<file path="src/common/adc_mux_pkg.sv">
// Purpose: constants and carriers for the converter input control block
// Assumes: 8-bit special function register access on the system clock
// Notes:   offsets other than the pairing register are arbitrary placements
package adc_mux_pkg;

	// ----------------------------------------
	// register offsets
	// ----------------------------------------
	localparam logic [7:0] INPUT_PAIR_CONFIG_ADDR = 8'hba;
	localparam logic [7:0] CHANNEL_SELECT_ADDR    = 8'hbb;
	localparam logic [7:0] PORT_PIN_SELECT_ADDR   = 8'hbd;
	localparam logic [7:0] CONVERTER_CONTROL_ADDR = 8'he8;
	localparam logic [7:0] CONVERTER_CONFIG_ADDR  = 8'hbc;

	// ----------------------------------------
	// field positions and reset values
	// ----------------------------------------
	localparam int          LOWER_PAIR_DIFF_POS = 0;
	localparam int          UPPER_PAIR_DIFF_POS = 1;
	localparam int          HV_TWOS_COMP_POS    = 2;
	localparam int          PORT_PAIR_DIFF_POS  = 3;
	localparam int          ENABLE_POS          = 7;
	localparam int          START_POS           = 4;
	localparam int          BUSY_POS            = 5;
	localparam logic [3:0]  PAIR_CONFIG_MASK    = 4'hf;
	localparam logic [7:0]  PAIR_CONFIG_RESET   = 8'h00;
	localparam logic [3:0]  CHANNEL_RESET       = 4'h0;
	localparam logic [7:0]  PORT_PIN_RESET      = 8'h00;
	localparam logic [2:0]  GAIN_UNITY          = 3'h6;
	localparam int          NUM_CHANNELS        = 9;
	localparam int          RESULT_BITS         = 12;

	// ----------------------------------------
	// timing
	// ----------------------------------------
	localparam int          CLK_MHZ         = 100;
	localparam int          SAMPLE_RATE_KSPS = 100;
	localparam int          CONV_CYCLES     = (CLK_MHZ * 1000) / SAMPLE_RATE_KSPS;
	localparam logic [9:0]  CONV_LAST       = 10'(CONV_CYCLES - 1);

	// ----------------------------------------
	// types
	// ----------------------------------------
	typedef struct packed {
		logic       port_diff;
		logic       hv_twos;
		logic       upper_diff;
		logic       lower_diff;
		logic [2:0] gain;
		logic [3:0] channel;
	} conv_setup_t;

	typedef enum logic [1:0] {
		CONV_OFF  = 2'b00,
		CONV_IDLE = 2'b01,
		CONV_RUN  = 2'b11
	} conv_state_t;

endpackage : adc_mux_pkg

</file>
<file path="src/core/setup_latch.sv">
// Purpose: holds the setup used by the conversion in progress
// Assumes: load is a one-cycle pulse at conversion start
// Notes:   isolates running conversions from channel, pairing and gain register writes
module setup_latch
	import adc_mux_pkg::*;
(
	input  wire logic        clk_i,
	input  wire logic        rst_n_i,
	input  wire logic        load_i,
	input  wire conv_setup_t setup_i,
	output conv_setup_t      setup_o
);
	conv_setup_t held;
	conv_setup_t next_held;

	always_comb begin
		next_held = held;
		if (load_i) begin
			next_held = setup_i;
		end
	end

	always_ff @(posedge clk_i) begin
		if (!rst_n_i) begin
			held <= '{default: 1'b0, gain: GAIN_UNITY};
		end else begin
			held <= next_held;
		end
	end

	assign setup_o = held;

endmodule : setup_latch

</file>
<file path="src/core/adc_input_mux_config.sv">
// Purpose: enable, input pairing, gain and channel control of the converter input side
// Assumes: byte-wide register port on the system clock, synchronous reset
// Notes:   analog switching is shown as control outputs only
//
// Summary of operation
// - subsystem runs only while converter enable bit is set, else shutdown
// - nine-channel mux feeding a 12-bit converter up to 100 ksps
// - all mux pairs single-ended after reset
// - three-bit gain field selects 0.5, 1, 2, 4, 8 or 16
// - gain is unity after reset
// - pairing register upper four bits read zero, writes ignored
// - bit 3 pairs port-pin even (+) and odd (-) channels
// - bit 2 gives two's complement high-voltage amplifier results
// - bit 1 pairs inputs two (+) and three (-)
// - bit 0 pairs inputs zero (+) and one (-)
// - differential channel results come out in two's complement
// - any combination of eight port pins may be enabled
// - even pins feed one mux input, odd pins another
// - channel select holds four-bit address, upper bits read zero
// - one enable bit per port pin connects it to the mux
module adc_input_mux_config
	import adc_mux_pkg::*;
(
	input  wire logic        clk_i,
	input  wire logic        rst_n_i,
	input  wire logic        reg_wr_i,
	input  wire logic        reg_rd_i,
	input  wire logic [7:0]  reg_addr_i,
	input  wire logic [7:0]  reg_wdata_i,
	output logic      [7:0]  reg_rdata_o,
	output logic             subsystem_on_o,
	output logic             converting_o,
	output logic             conv_done_o,
	output logic      [3:0]  mux_select_o,
	output logic      [2:0]  gain_select_o,
	output logic             diff_mode_o,
	output logic             twos_comp_o,
	output logic      [7:0]  pin_connect_o,
	output logic      [3:0]  even_pin_route_o,
	output logic      [3:0]  odd_pin_route_o
);
	// ----------------------------------------
	// registers
	// ----------------------------------------
	logic [3:0] pair_cfg;
	logic [3:0] next_pair_cfg;
	logic [3:0] chan_sel;
	logic [3:0] next_chan_sel;
	logic [7:0] pin_sel;
	logic [7:0] next_pin_sel;
	logic [2:0] gain;
	logic [2:0] next_gain;
	logic       enable;
	logic       next_enable;
	logic       start_req;

	always_comb begin
		next_pair_cfg = pair_cfg;
		next_chan_sel = chan_sel;
		next_pin_sel  = pin_sel;
		next_gain     = gain;
		next_enable   = enable;
		start_req     = 1'b0;
		if (reg_wr_i) begin
			case (reg_addr_i)
				INPUT_PAIR_CONFIG_ADDR: next_pair_cfg = reg_wdata_i[3:0] & PAIR_CONFIG_MASK;
				CHANNEL_SELECT_ADDR:    next_chan_sel = reg_wdata_i[3:0];
				PORT_PIN_SELECT_ADDR:   next_pin_sel  = reg_wdata_i;
				CONVERTER_CONFIG_ADDR:  next_gain     = reg_wdata_i[2:0];
				CONVERTER_CONTROL_ADDR: begin
					next_enable = reg_wdata_i[ENABLE_POS];
					start_req   = reg_wdata_i[START_POS];
				end
				default: ;
			endcase
		end
	end

	always_ff @(posedge clk_i) begin
		if (!rst_n_i) begin
			pair_cfg <= PAIR_CONFIG_RESET[3:0];
			chan_sel <= CHANNEL_RESET;
			pin_sel  <= PORT_PIN_RESET;
			gain     <= GAIN_UNITY;
			enable   <= 1'b0;
		end else begin
			pair_cfg <= next_pair_cfg;
			chan_sel <= next_chan_sel;
			pin_sel  <= next_pin_sel;
			gain     <= next_gain;
			enable   <= next_enable;
		end
	end

	// ----------------------------------------
	// conversion sequencer
	// ----------------------------------------
	conv_state_t state;
	conv_state_t next_state;
	logic [9:0]  cnt;
	logic [9:0]  next_cnt;
	logic        load;
	logic        done;
	conv_setup_t live;
	conv_setup_t used;

	assign live = '{port_diff: pair_cfg[PORT_PAIR_DIFF_POS], hv_twos: pair_cfg[HV_TWOS_COMP_POS],
		upper_diff: pair_cfg[UPPER_PAIR_DIFF_POS], lower_diff: pair_cfg[LOWER_PAIR_DIFF_POS],
		gain: gain, channel: chan_sel};

	always_comb begin
		next_state = state;
		next_cnt   = cnt;
		load       = 1'b0;
		done       = 1'b0;
		case (state)
			CONV_OFF: begin
				if (enable) next_state = CONV_IDLE;
			end
			CONV_IDLE: begin
				if (!enable) begin
					next_state = CONV_OFF;
				end else if (start_req) begin
					load       = 1'b1;
					next_cnt   = CONV_LAST;
					next_state = CONV_RUN;
				end
			end
			CONV_RUN: begin
				if (!enable) begin
					next_state = CONV_OFF;
				end else if (cnt == 10'h000) begin
					done       = 1'b1;
					next_state = CONV_IDLE;
				end else begin
					next_cnt = cnt - 10'h001;
				end
			end
			default: next_state = CONV_OFF;
		endcase
	end

	always_ff @(posedge clk_i) begin
		if (!rst_n_i) begin
			state <= CONV_OFF;
			cnt   <= 10'h000;
		end else begin
			state <= next_state;
			cnt   <= next_cnt;
		end
	end

	setup_latch u_setup_latch (
		.clk_i   (clk_i),
		.rst_n_i (rst_n_i),
		.load_i  (load),
		.setup_i (live),
		.setup_o (used)
	);

	// ----------------------------------------
	// routing decode: mux, gain and format from the latched setup, pin routes from the live pin select
	// ----------------------------------------
	logic diff_now;

	always_comb begin
		diff_now = 1'b0;
		case (used.channel)
			4'h0, 4'h1: diff_now = used.lower_diff;
			4'h2, 4'h3: diff_now = used.upper_diff;
			4'h4:       diff_now = used.hv_twos;
			4'h6, 4'h7: diff_now = used.port_diff;
			default:    diff_now = 1'b0;
		endcase
	end

	always_ff @(posedge clk_i) begin
		if (!rst_n_i) begin
			reg_rdata_o      <= 8'h00;
			mux_select_o     <= CHANNEL_RESET;
			gain_select_o    <= GAIN_UNITY;
			diff_mode_o      <= 1'b0;
			twos_comp_o      <= 1'b0;
			pin_connect_o    <= 8'h00;
			even_pin_route_o <= 4'h0;
			odd_pin_route_o  <= 4'h0;
		end else begin
			mux_select_o     <= used.channel;
			gain_select_o    <= used.gain;
			diff_mode_o      <= diff_now;
			twos_comp_o      <= diff_now;
			pin_connect_o    <= pin_sel;
			even_pin_route_o <= {pin_sel[6], pin_sel[4], pin_sel[2], pin_sel[0]};
			odd_pin_route_o  <= {pin_sel[7], pin_sel[5], pin_sel[3], pin_sel[1]};
			reg_rdata_o      <= 8'h00;
			if (reg_rd_i) begin
				case (reg_addr_i)
					INPUT_PAIR_CONFIG_ADDR: reg_rdata_o <= {4'h0, pair_cfg};
					CHANNEL_SELECT_ADDR:    reg_rdata_o <= {4'h0, chan_sel};
					PORT_PIN_SELECT_ADDR:   reg_rdata_o <= pin_sel;
					CONVERTER_CONFIG_ADDR:  reg_rdata_o <= {5'h00, gain};
					CONVERTER_CONTROL_ADDR: reg_rdata_o <= {enable, 1'b0, state == CONV_RUN, 5'h00};
					default:                reg_rdata_o <= 8'h00;
				endcase
			end
		end
	end

	assign subsystem_on_o = (state != CONV_OFF);
	assign converting_o   = (state == CONV_RUN);
	assign conv_done_o    = done;

	// ----------------------------------------
	// checks
	// ----------------------------------------
	property p_off_when_disabled;
		@(posedge clk_i) disable iff (!rst_n_i) !enable |=> !subsystem_on_o;
	endproperty
	a_off_when_disabled: assert property (p_off_when_disabled) else $error("on while disabled");

	property p_pair_upper_zero;
		@(posedge clk_i) disable iff (!rst_n_i)
			reg_rd_i && reg_addr_i == INPUT_PAIR_CONFIG_ADDR |=> reg_rdata_o[7:4] == 4'h0;
	endproperty
	a_pair_upper_zero: assert property (p_pair_upper_zero) else $error("pair upper bits set");

	property p_chan_upper_zero;
		@(posedge clk_i) disable iff (!rst_n_i)
			reg_rd_i && reg_addr_i == CHANNEL_SELECT_ADDR |=> reg_rdata_o[7:4] == 4'h0;
	endproperty
	a_chan_upper_zero: assert property (p_chan_upper_zero) else $error("chan upper bits set");

	property p_hold_setup;
		@(posedge clk_i) disable iff (!rst_n_i) converting_o && $past(converting_o) |-> $stable(used);
	endproperty
	a_hold_setup: assert property (p_hold_setup) else $error("setup changed mid conversion");

	property p_conv_len;
		// a disable may legally cut a conversion short, so it ends the attempt
		@(posedge clk_i) disable iff (!rst_n_i || !enable) load && enable |=> converting_o [*8];
	endproperty
	a_conv_len: assert property (p_conv_len) else $error("conversion ended early");

	property p_twos_diff;
		@(posedge clk_i) disable iff (!rst_n_i) 1'b1 |=> twos_comp_o == $past(diff_now);
	endproperty
	a_twos_diff: assert property (p_twos_diff) else $error("format mismatch");

	property p_even_route;
		@(posedge clk_i) disable iff (!rst_n_i) 1'b1 |=> even_pin_route_o[0] == $past(pin_sel[0]);
	endproperty
	a_even_route: assert property (p_even_route) else $error("even route wrong");

	property p_pair_write;
		@(posedge clk_i) disable iff (!rst_n_i)
			reg_wr_i && reg_addr_i == INPUT_PAIR_CONFIG_ADDR |=> pair_cfg == $past(reg_wdata_i[3:0]);
	endproperty
	a_pair_write: assert property (p_pair_write) else $error("pair write lost");

	c_conv_done: cover property (@(posedge clk_i) disable iff (!rst_n_i) done);
	c_diff_conv: cover property (@(posedge clk_i) disable iff (!rst_n_i) load && live.lower_diff);
	c_shutdown:  cover property (@(posedge clk_i) disable iff (!rst_n_i) converting_o ##1 !enable);

endmodule : adc_input_mux_config

</file>
<file path="config.mk">
export PLATFORM = sky130hd
export DESIGN_NAME = adc_input_mux_config
export DESIGN_NICKNAME = d
export VERILOG_FILES = /design/src/common/adc_mux_pkg.sv /design/src/core/setup_latch.sv /design/src/core/adc_input_mux_config.sv
export SDC_FILE = /design/constraint.sdc
export NUM_CORES = 1
export LEC_CHECK = 0
export BUFFER_PORTS_ARGS = -buffer_cell sky130_fd_sc_hd__buf_4
export CAP_MARGIN = 20
export CORE_MARGIN = 8
export CORE_UTILIZATION = 55
export CTS_BUF_LIST = sky130_fd_sc_hd__clkbuf_4
export DETAILED_ROUTE_END_ITERATION = 8
export PLACE_DENSITY = 0.9
export SLEW_MARGIN = 40
export SYNTH_ARGS = -nofsm -noshare
export SYNTH_HDL_FRONTEND = slang
export SYNTH_SLANG_ARGS = --single-unit
</file>
<file path="constraint.sdc">
create_clock -name clk_i -period 2.95 [get_ports clk_i]
set_input_delay 0.295 -clock clk_i [delete_from_list [all_inputs] [get_ports clk_i]]
set_output_delay 0.295 -clock clk_i [all_outputs]
set_load 0.01 [all_outputs]
</file>
==> qor.yml, run 1 <==
cp_data_required_time_ns: 2.65
drt_wl_total_mm: 6.453
clk_pin_slew_ns: 0.11
die_area_um2: 7592
stdcell_count: 418
fillers: 423
start_util_pct: 55.54
gp_congestion: 0.8492
drt_iter0_markers: 147
drv_slew: 0
ios: 56
final_antenna_net_count: 0
ys_ff_latch: 67
grt_max_degree: 39
grtUsageTotal_pct: 17.83
synth_simple_gate_area_share_pct: 24.24
grt_pass1_vias: 2197
pre_cts_slack_ns: 0.7615
dp.cells: 403
leakagePower_nw: 1.454
io_buffer_count: 55
setup_ws_ns: 0.6049
cts_setup_buffers: 0
crit_chain: "inv_1, ha_1, nor4b_1, nand2_1, nor3_1, buf_4"
synth_edf_count: 0
clock_latency_ns: 0.41
die_h_um: 87.13
drc: 0
num_vias: 2287
fin_crit_ns: 2.345
final_core_util_pct: 65.63
post_cts_resized: 0
crit_type: "reg2out"
yosysWarnings: 0
yosysMostFrequentCell: "dfxtp_1"
path_buf_inv: 2
die_w_um: 87.13
dr.pass1.iters: 4
area_growth_pct: 18.17
cts.htree.levels: 3
cts_max_path_buffers: 2
peakVddDrop_mv: 0.3101
setup_viol: 0
crit_fanout: 5
yosys.area.top_type_share_pct: 48.20
relSlewSlack_pct: 50.40
grt_first_pass_wirelength_mm: 10.49
yosysSeqAreaShare_pct: 48.20
crit_family: "simple AND/OR/NAND/NOR gates"
tns_ns: 0
num_rows: 26
cts_made_buffers: 9
synth_top_family_by_area: "simple AND/OR/NAND/NOR gates"
slowest_delay_ns: 0.46
synth_common_cells: "dfxtp_1, nand2_1, mux2i_1, nor2_1, a21oi_1"
arrival_ns: 2.05
min_period_over_period_pct: 79.49
synth_area_leaders: "dfxtp_1, mux2i_1, nand2_1"
pwr_density_cell_nw_per_um2: 474.0
syn_inst: 300
antenna_found_initial: 0
muxShareOfSynthArea_pct: 10.16
drt-wirelength-per-cell_um: 15.44
synth_nets: 321
hold_viol_final: 0
drive_gt1_share_pct: 23.28
clkSinkCount: 67
ys_types: 47
finClkSkew_ns: 0.01230
nNetsFinal: 365
synthXorXnorAreaFrac_pct: 0
startpoint_type: "register"
cts_hold_buf: 0
post_synth.cell_area_avg_um2: 9.276
tightest_slew_ns: 0.7383
yosys.area.top_type: "dfxtp_1"
synth-async-reset-ratio_pct: 0
antenna_cells: 0
cts_root_buf: "clkbuf_4"
post-dp-hpwl_mm: 4.573
cts_tree: "done"
cpMaxStageDelayCell: "nor4b_1"
rsz0062_at_grt: "no"
grt_overflow: 0
max_freq_mhz: 426.4
coreArea_um2: 5010
synth_compound_area_share_pct: 11.24
cap_violations: 0
synthAdderAreaFrac_pct: 0.4496
status: "finished, final reports clean"
synth_ff_type: "dfxtp_1"
hold_class: "in2reg"
endpoint_kind: "output port"
netlist_area_um2: 2783
post_drt_via_cell_ratio: 5.471
final timing paths:
check / startpoint / to / slack (ns) / cells past startpoint
setup / recovery: cnt[0] / conv_done_o / 0.60 / 6
hold / removal: reg_wdata_i[2] / gain[2] / 0.12 / 3
setup reg to reg: cnt[0] / cnt[3] / 0.78 / 6
hold reg to reg: u_setup_latch.setup_o[9] / u_setup_latch.setup_o[9] / 0.46 / 2
through the flow:
stage / hold slack [ns] / total power [W] / area (um2)
detailed placement: 0.4301 / 0.0009903 / 3158
floorplan: 0.4107 / 0.0009585 / 2783
global route: 0.1098 / 0.001609 / 3288
global placement: 0.4314 / 0.0009892 / 3158
CTS: 0.1046 / 0.001559 / 3288
finish: 0.1243 / 0.001559 / 3288
power breakdown:
part           total [W]  internal, W  switching (W)
combinational  0.0000661    0.0000279      0.0000382
sequential      0.000905     0.000904    0.000000363
clock           0.000588     0.000261       0.000327
final cells by class:
class	count	area, um2	share of cell area [%]
well taps	70	87.58	2.664
multi-input cells	203	1282	39.00
clock buffers	10	75.07	2.283
inverters	7	26.28	0.7991
flip-flops and latches	67	1341	40.79
clock inverters	5	55.05	1.674
repair buffers	56	420.4	12.79
layout by cell type (no fill, tap or decap), types with 2 or more instances in the layout:
cell / netlist / layout
and3_1: 9 / 9
and3b_1: 2 / 2
a31oi_1: 3 / 3
nor2_1: 26 / 26
o21a_1: 2 / 2
o21ai_0: 6 / 6
or4_1: 2 / 2
dfxtp_1: 67 / 67
nand2_1: 39 / 39
clkbuf_4: 0 / 10
a21oi_1: 16 / 16
a22oi_1: 2 / 2
inv_1: 6 / 6
and2_1: 14 / 14
nor3_1: 13 / 13
buf_4: 10 / 56
o22a_1: 3 / 3
nand2b_1: 4 / 4
nand3_1: 5 / 5
o311ai_0: 2 / 2
nor2b_1: 2 / 2
nand4_1: 4 / 4
o31ai_1: 2 / 2
mux2i_1: 26 / 26
nor3b_1: 2 / 2
per-layer routing:
layer	vias to the layer above	global-route usage [%]	part of all wire, %
li1	1127	-	-
met1	1072	21.07	44
met2	73	28.31	47
met3	15	5.189	6.7
met4	0	9.844	2.1
met5	-	0	0
kinds of logic (layout without fill, tap and decap cells):
logic type	Yosys count	after routing
AND/OR/NAND/NOR	130	130
flip-flops	67	67
adder cells (fa/ha/maj)	1	1
multiplexers	27	27
buffers and inverters	30	78
AO/OA/AOI/OAI	45	45
state kept, by name (all words and copies together) (netlist names), 4 cells and up:
signal and flops:
cnt 10, pin_connect_o 8, chan_sel 4, u_setup_latch.setup_o 11, pair_cfg 4, reg_rdata_o 8, mux_select_o 4, pin_sel 8
worst min-delay path: stages:
cell and delay (ns):
buf_4 0.10, mux2i_1 0.06, nand2_1 0.05
(Power assumes the default switching activity.)
==> run 2, diff against run 1 <==
- CORE_UTILIZATION: 55 -> 51
- PLACE_DENSITY: 0.9 -> 0.88
- clock period: 2.95 -> 2.1 ns (I/O delays scaled with it)
==> run 2 against run 1 <==
  * Sequential share of layout area is 1.8 points lower
  * Count of clock-buffer cells in the layout is 1 lower
  * Utilization is 1.6 points lower
  * Largest cell class unchanged
  * Register-to-register slack worse by 0.62 ns
  * Final cell count is 2.9% higher
  * Combinational power is 46% higher
  * Critical path depth is 1 higher
  * Sequential cell count stayed put
  * Non-clock buffer count is 9 higher
  * Critical path type unchanged
  * Global-route usage is 0.97 points lower
  * Largest power group unchanged
  * Power is 56% higher
==> qor.yml, run 2 (synthesis results as in run 1) <==
status: "finished, final reports clean"
gp_congestion: 0.8582
arrival_ns: 1.79
ios: 56
grt_max_degree: 39
clock_latency_ns: 0.41
num_rows: 27
cts_tree: "done"
hold_class: "in2reg"
peakVddDrop_mv: 0.4116
cap_violations: 0
cts_max_path_buffers: 2
drt_wl_total_mm: 6.902
mostFrequentLayoutCells: "dfxtp_1, buf_4, nand2_1, mux2i_1, nor2_1"
post_dp_cell_area_um2: 3206
num_vias: 2391
die_w_um: 89.87
cts.htree.levels: 3
final_area_um2: 3437
fin_crit_ns: 2.005
tightest_slew_ns: 0.6289
antenna_cells: 0
area_growth_pct: 23.52
start_util_pct: 51.81
coreArea_um2: 5371
cts_hold_buf: 0
drv_slew: 0
stdcell_count: 430
die_h_um: 89.87
cts_made_buffers: 9
crit_fanout: 4
grtUsageTotal_pct: 16.86
leakagePower_nw: 1.544
fillers: 423
relSlewSlack_pct: 57.95
finClkSkew_ns: 0.009857
post-dp-hpwl_mm: 4.806
cp_data_required_time_ns: 1.89
drt_iter0_markers: 160
endpoint_kind: "output port"
max_freq_mhz: 498.8
tns_ns: 0
grt_first_pass_wirelength_mm: 11.46
startpoint_type: "register"
clk_pin_slew_ns: 0.10
dr.pass1.iters: 4
die_area_um2: 8076
drc: 0
final_common_cell: "dfxtp_1"
cts_root_buf: "clkbuf_4"
grt_pass1_vias: 2323
rsz0062_at_grt: "no"
antenna_found_initial: 0
nNetsFinal: 374
dp.cells: 411
clkSinkCount: 67
crit_type: "reg2out"
pwr_density_cell_nw_per_um2: 707.8
largest_register_ff_count: 11
final_antenna_net_count: 0
drt-wirelength-per-cell_um: 16.05
hold_viol_final: 0
io_buffer_count: 55
drive_gt1_share_pct: 26.26
min_period_over_period_pct: 95.47
post_drt_via_cell_ratio: 5.560
grt_overflow: 0
setup_viol: 0
[run 2: critical path, cell delays in order (launching register included)]
cell and delay (ns):
dfxtp_1 0.34, inv_1 0.10, ha_1 0.17, buf_4 0.13
nor4b_4 0.26, nand2_2 0.13, nor3_2 0.12, buf_4 0.14
[run 2: per-layer routing]
metal | GRT usage, % | share of wire (%) | up-vias
li1 | - | - | 1145
met1 | 20.66 | 43 | 1127
met2 | 26.38 | 48 | 108
met3 | 5.154 | 7.4 | 11
met4 | 7.906 | 1.6 | 0
met5 | 0 | 0 | -
[run 2: stage by stage]
step / total power, W / worst slack, ns / utilization [%] / hold slack [ns]
detailed placement: 0.001394 / 0.01990 / 59.68 / 0.4210
CTS: 0.002439 / 0.03181 / 63.64 / 0.02713
global placement: 0.001391 / 0.1145 / 59.68 / 0.4297
floorplan: 0.001347 / 0.1277 / - / 0.3351
global route: 0.002512 / 0.007064 / 63.99 / 0.05361
finish: 0.002433 / 0.09510 / 63.99 / 0.04386
[run 2: repair_timing]
item / CTS / global route
gates cloned: 0 / 0
setup buffers: 2 / 1
endpoints found under the hold margin: 0 / 0
pin swaps: 1 / 1
endpoints found under the setup margin: 2 / 9
gates resized for setup: 2 / 3
[run 2: cell type report]
| cell class | count | area [um2] | share of cell area (%) |
|---|---|---|---|
| flip-flops and latches | 67 | 1341 | 39.02 |
| multi-input cells | 203 | 1309 | 38.08 |
| well taps | 72 | 90.09 | 2.621 |
| clock buffers | 9 | 67.56 | 1.966 |
| repair buffers | 65 | 488.0 | 14.20 |
| clock inverters | 7 | 115.1 | 3.349 |
| inverters | 7 | 26.28 | 0.7645 |
[run 2: final timing paths]
kind | start | endpoint | slack [ns] | depth (start not counted)
worst max-delay path | cnt[0] | conv_done_o | 0.1 | 7
worst min-delay path | reg_wdata_i[5] | pin_sel[5] | 0.04 | 3
worst max register to register | cnt[0] | cnt[5] | 0.16 | 6
worst min register to register | u_setup_latch.setup_o[3] | twos_comp_o | 0.46 | 1
[run 2: where the power goes]
group          internal [W]  switching (W)
sequential          0.00127    0.000000484
clock              0.000601       0.000464
combinational     0.0000404      0.0000559
==> run 3, diff against run 2 <==
- RECOVER_POWER: unset -> 25
==> run 3 against run 2 <==
  * Clock power about the same
  * Critical path depth did not move
  * Die area did not move
  * Maximum frequency about the same
  * Critical path type unchanged
==> qor.yml, run 3 (synthesis results as in run 1) <==
mostFrequentLayoutCells: "dfxtp_1, buf_4, nand2_1, mux2i_1, nor2_1"
crit_fanout: 4
cts_tree: "done"
hold_viol_final: 0
cp_data_required_time_ns: 1.89
grtUsageTotal_pct: 16.86
grt_pass1_vias: 2323
multi_input_area_um2: 1309
largest_register_ff_count: 11
pre_cts_slack_ns: 0.01990
status: "finished, final reports clean"
cts_hold_buf: 0
antenna_cells: 0
grt_overflow: 0
drt-wirelength-per-cell_um: 16.11
pwr_density_cell_nw_per_um2: 711.1
grt_max_degree: 39
globalRouteMet1Util_pct: 20.66
r2r-end: "cnt[5]"
rr_worst_depth: 6
drv_slew: 0
die_h_um: 89.87
met3_usage_pct: 5.154
start_util_pct: 51.81
setup_ws_ns: 0.09688
coreArea_um2: 5371
r2r-start: "cnt[0]"
rrSetupSlack_ns: 0.16
dr.pass1.iters: 4
final_common_cell: "dfxtp_1"
fillers: 427
final_antenna_net_count: 0
whs_endpoint: "gain[2]"
nNetsFinal: 374
setup_viol: 0
drt_iter0_markers: 150
power.total_w: 0.002433
clk_pin_slew_ns: 0.12
hp-start: "reg_wdata_i[2]"
tightest_slew_ns: 0.6446
holdWs_ns: 0.03881
die_w_um: 89.87
grt_first_pass_wirelength_mm: 11.46
tns_ns: 0
dp.cells: 411
endpoint_kind: "output port"
grt_use_met2_pct: 26.38
drive_gt1_share_pct: 25.14
clkSinkCount: 67
cts_root_buf: "clkbuf_4"
io_buffer_count: 55
top_usage_layer: "met2"
drc: 0
die_area_um2: 8076
peakVddDrop_mv: 0.4110
arrival_ns: 1.79
seq_area_um2: 1341
stdcell_count: 430
cap_violations: 0
relSlewSlack_pct: 57.03
post_drt_via_cell_ratio: 5.553
gp_congestion: 0.8582
drt_wl_total_mm: 6.928
post-dp-hpwl_mm: 4.806
ios: 56
min_period_over_period_pct: 95.39
startpoint_type: "register"
area_growth_pct: 22.98
num_rows: 27
fin_crit_ns: 2.003
hold_depth: 3
leakagePower_nw: 1.522
rsz0062_at_grt: "no"
max_freq_mhz: 499.2
crit_type: "reg2out"
finClkSkew_ns: 0.01078
antenna_found_initial: 0
num_vias: 2388
clock_latency_ns: 0.41
cts.htree.levels: 3
cts_max_path_buffers: 2
hold_class: "in2reg"
cts_made_buffers: 9
[run 3: through the flow]
stage	utilization, %	area (um2)
final	63.71	3422
after global routing	63.71	3422
after CTS	63.64	3418
after detailed placement	59.68	3206
after global placement	59.68	3206
after floorplan	-	2783
[run 3: layout make-up]
class                   count  share of cell area [%]
clock buffers               9                   1.974
well taps                  72                   2.633
inverters                   7                  0.7678
repair buffers             65                   13.82
flip-flops and latches     67                   39.20
clock inverters             7                   3.364
multi-input cells         203                   38.25
[run 3: worst max-delay path by stage]
stage | start | end | slack, ns
2_1_floorplan | cnt[0] | cnt[7] | 0.13
3_3_place_gp | cnt[0] | cnt[3] | 0.11
3_5_place_dp | cnt[0] | cnt[3] | 0.02
4_1_cts | cnt[0] | conv_done_o | 0.03
5_1_grt | cnt[0] | conv_done_o | 0.007
6_report | cnt[0] | conv_done_o | 0.1
[run 3: what timing repair did]
action | 4_1_cts | 5_1_grt
setup endpoints to repair | 2 | 9
buffers inserted | 2 | 1
resized for setup | 2 | 3
pin swaps | 1 | 1
[run 3: report_power, final]
group | switching [W] | leakage [nW] | internal (W)
Combinational | 0.0000561 | 0.888 | 0.0000381
Sequential | 0.000000490 | 0.540 | 0.00127
Clock | 0.000468 | 0.0940 | 0.000601
Total | 0.000524 | 1.52 | 0.00191
[run 3: per-layer routing]
layer | vias to the layer above | routed length (um)
li1 | 1142 | -
met1 | 1131 | 2980
met2 | 103 | 3355
met3 | 12 | 492
met4 | 0 | 99
met5 | - | 0
[run 3: worst max-delay path, stage by stage, from the launching register on]
cell     delay (ns)
dfxtp_1        0.34
inv_1          0.10
ha_1           0.17
buf_4          0.13
nor4b_4        0.26
nand2_2        0.13
nor3_2         0.12
buf_4          0.14
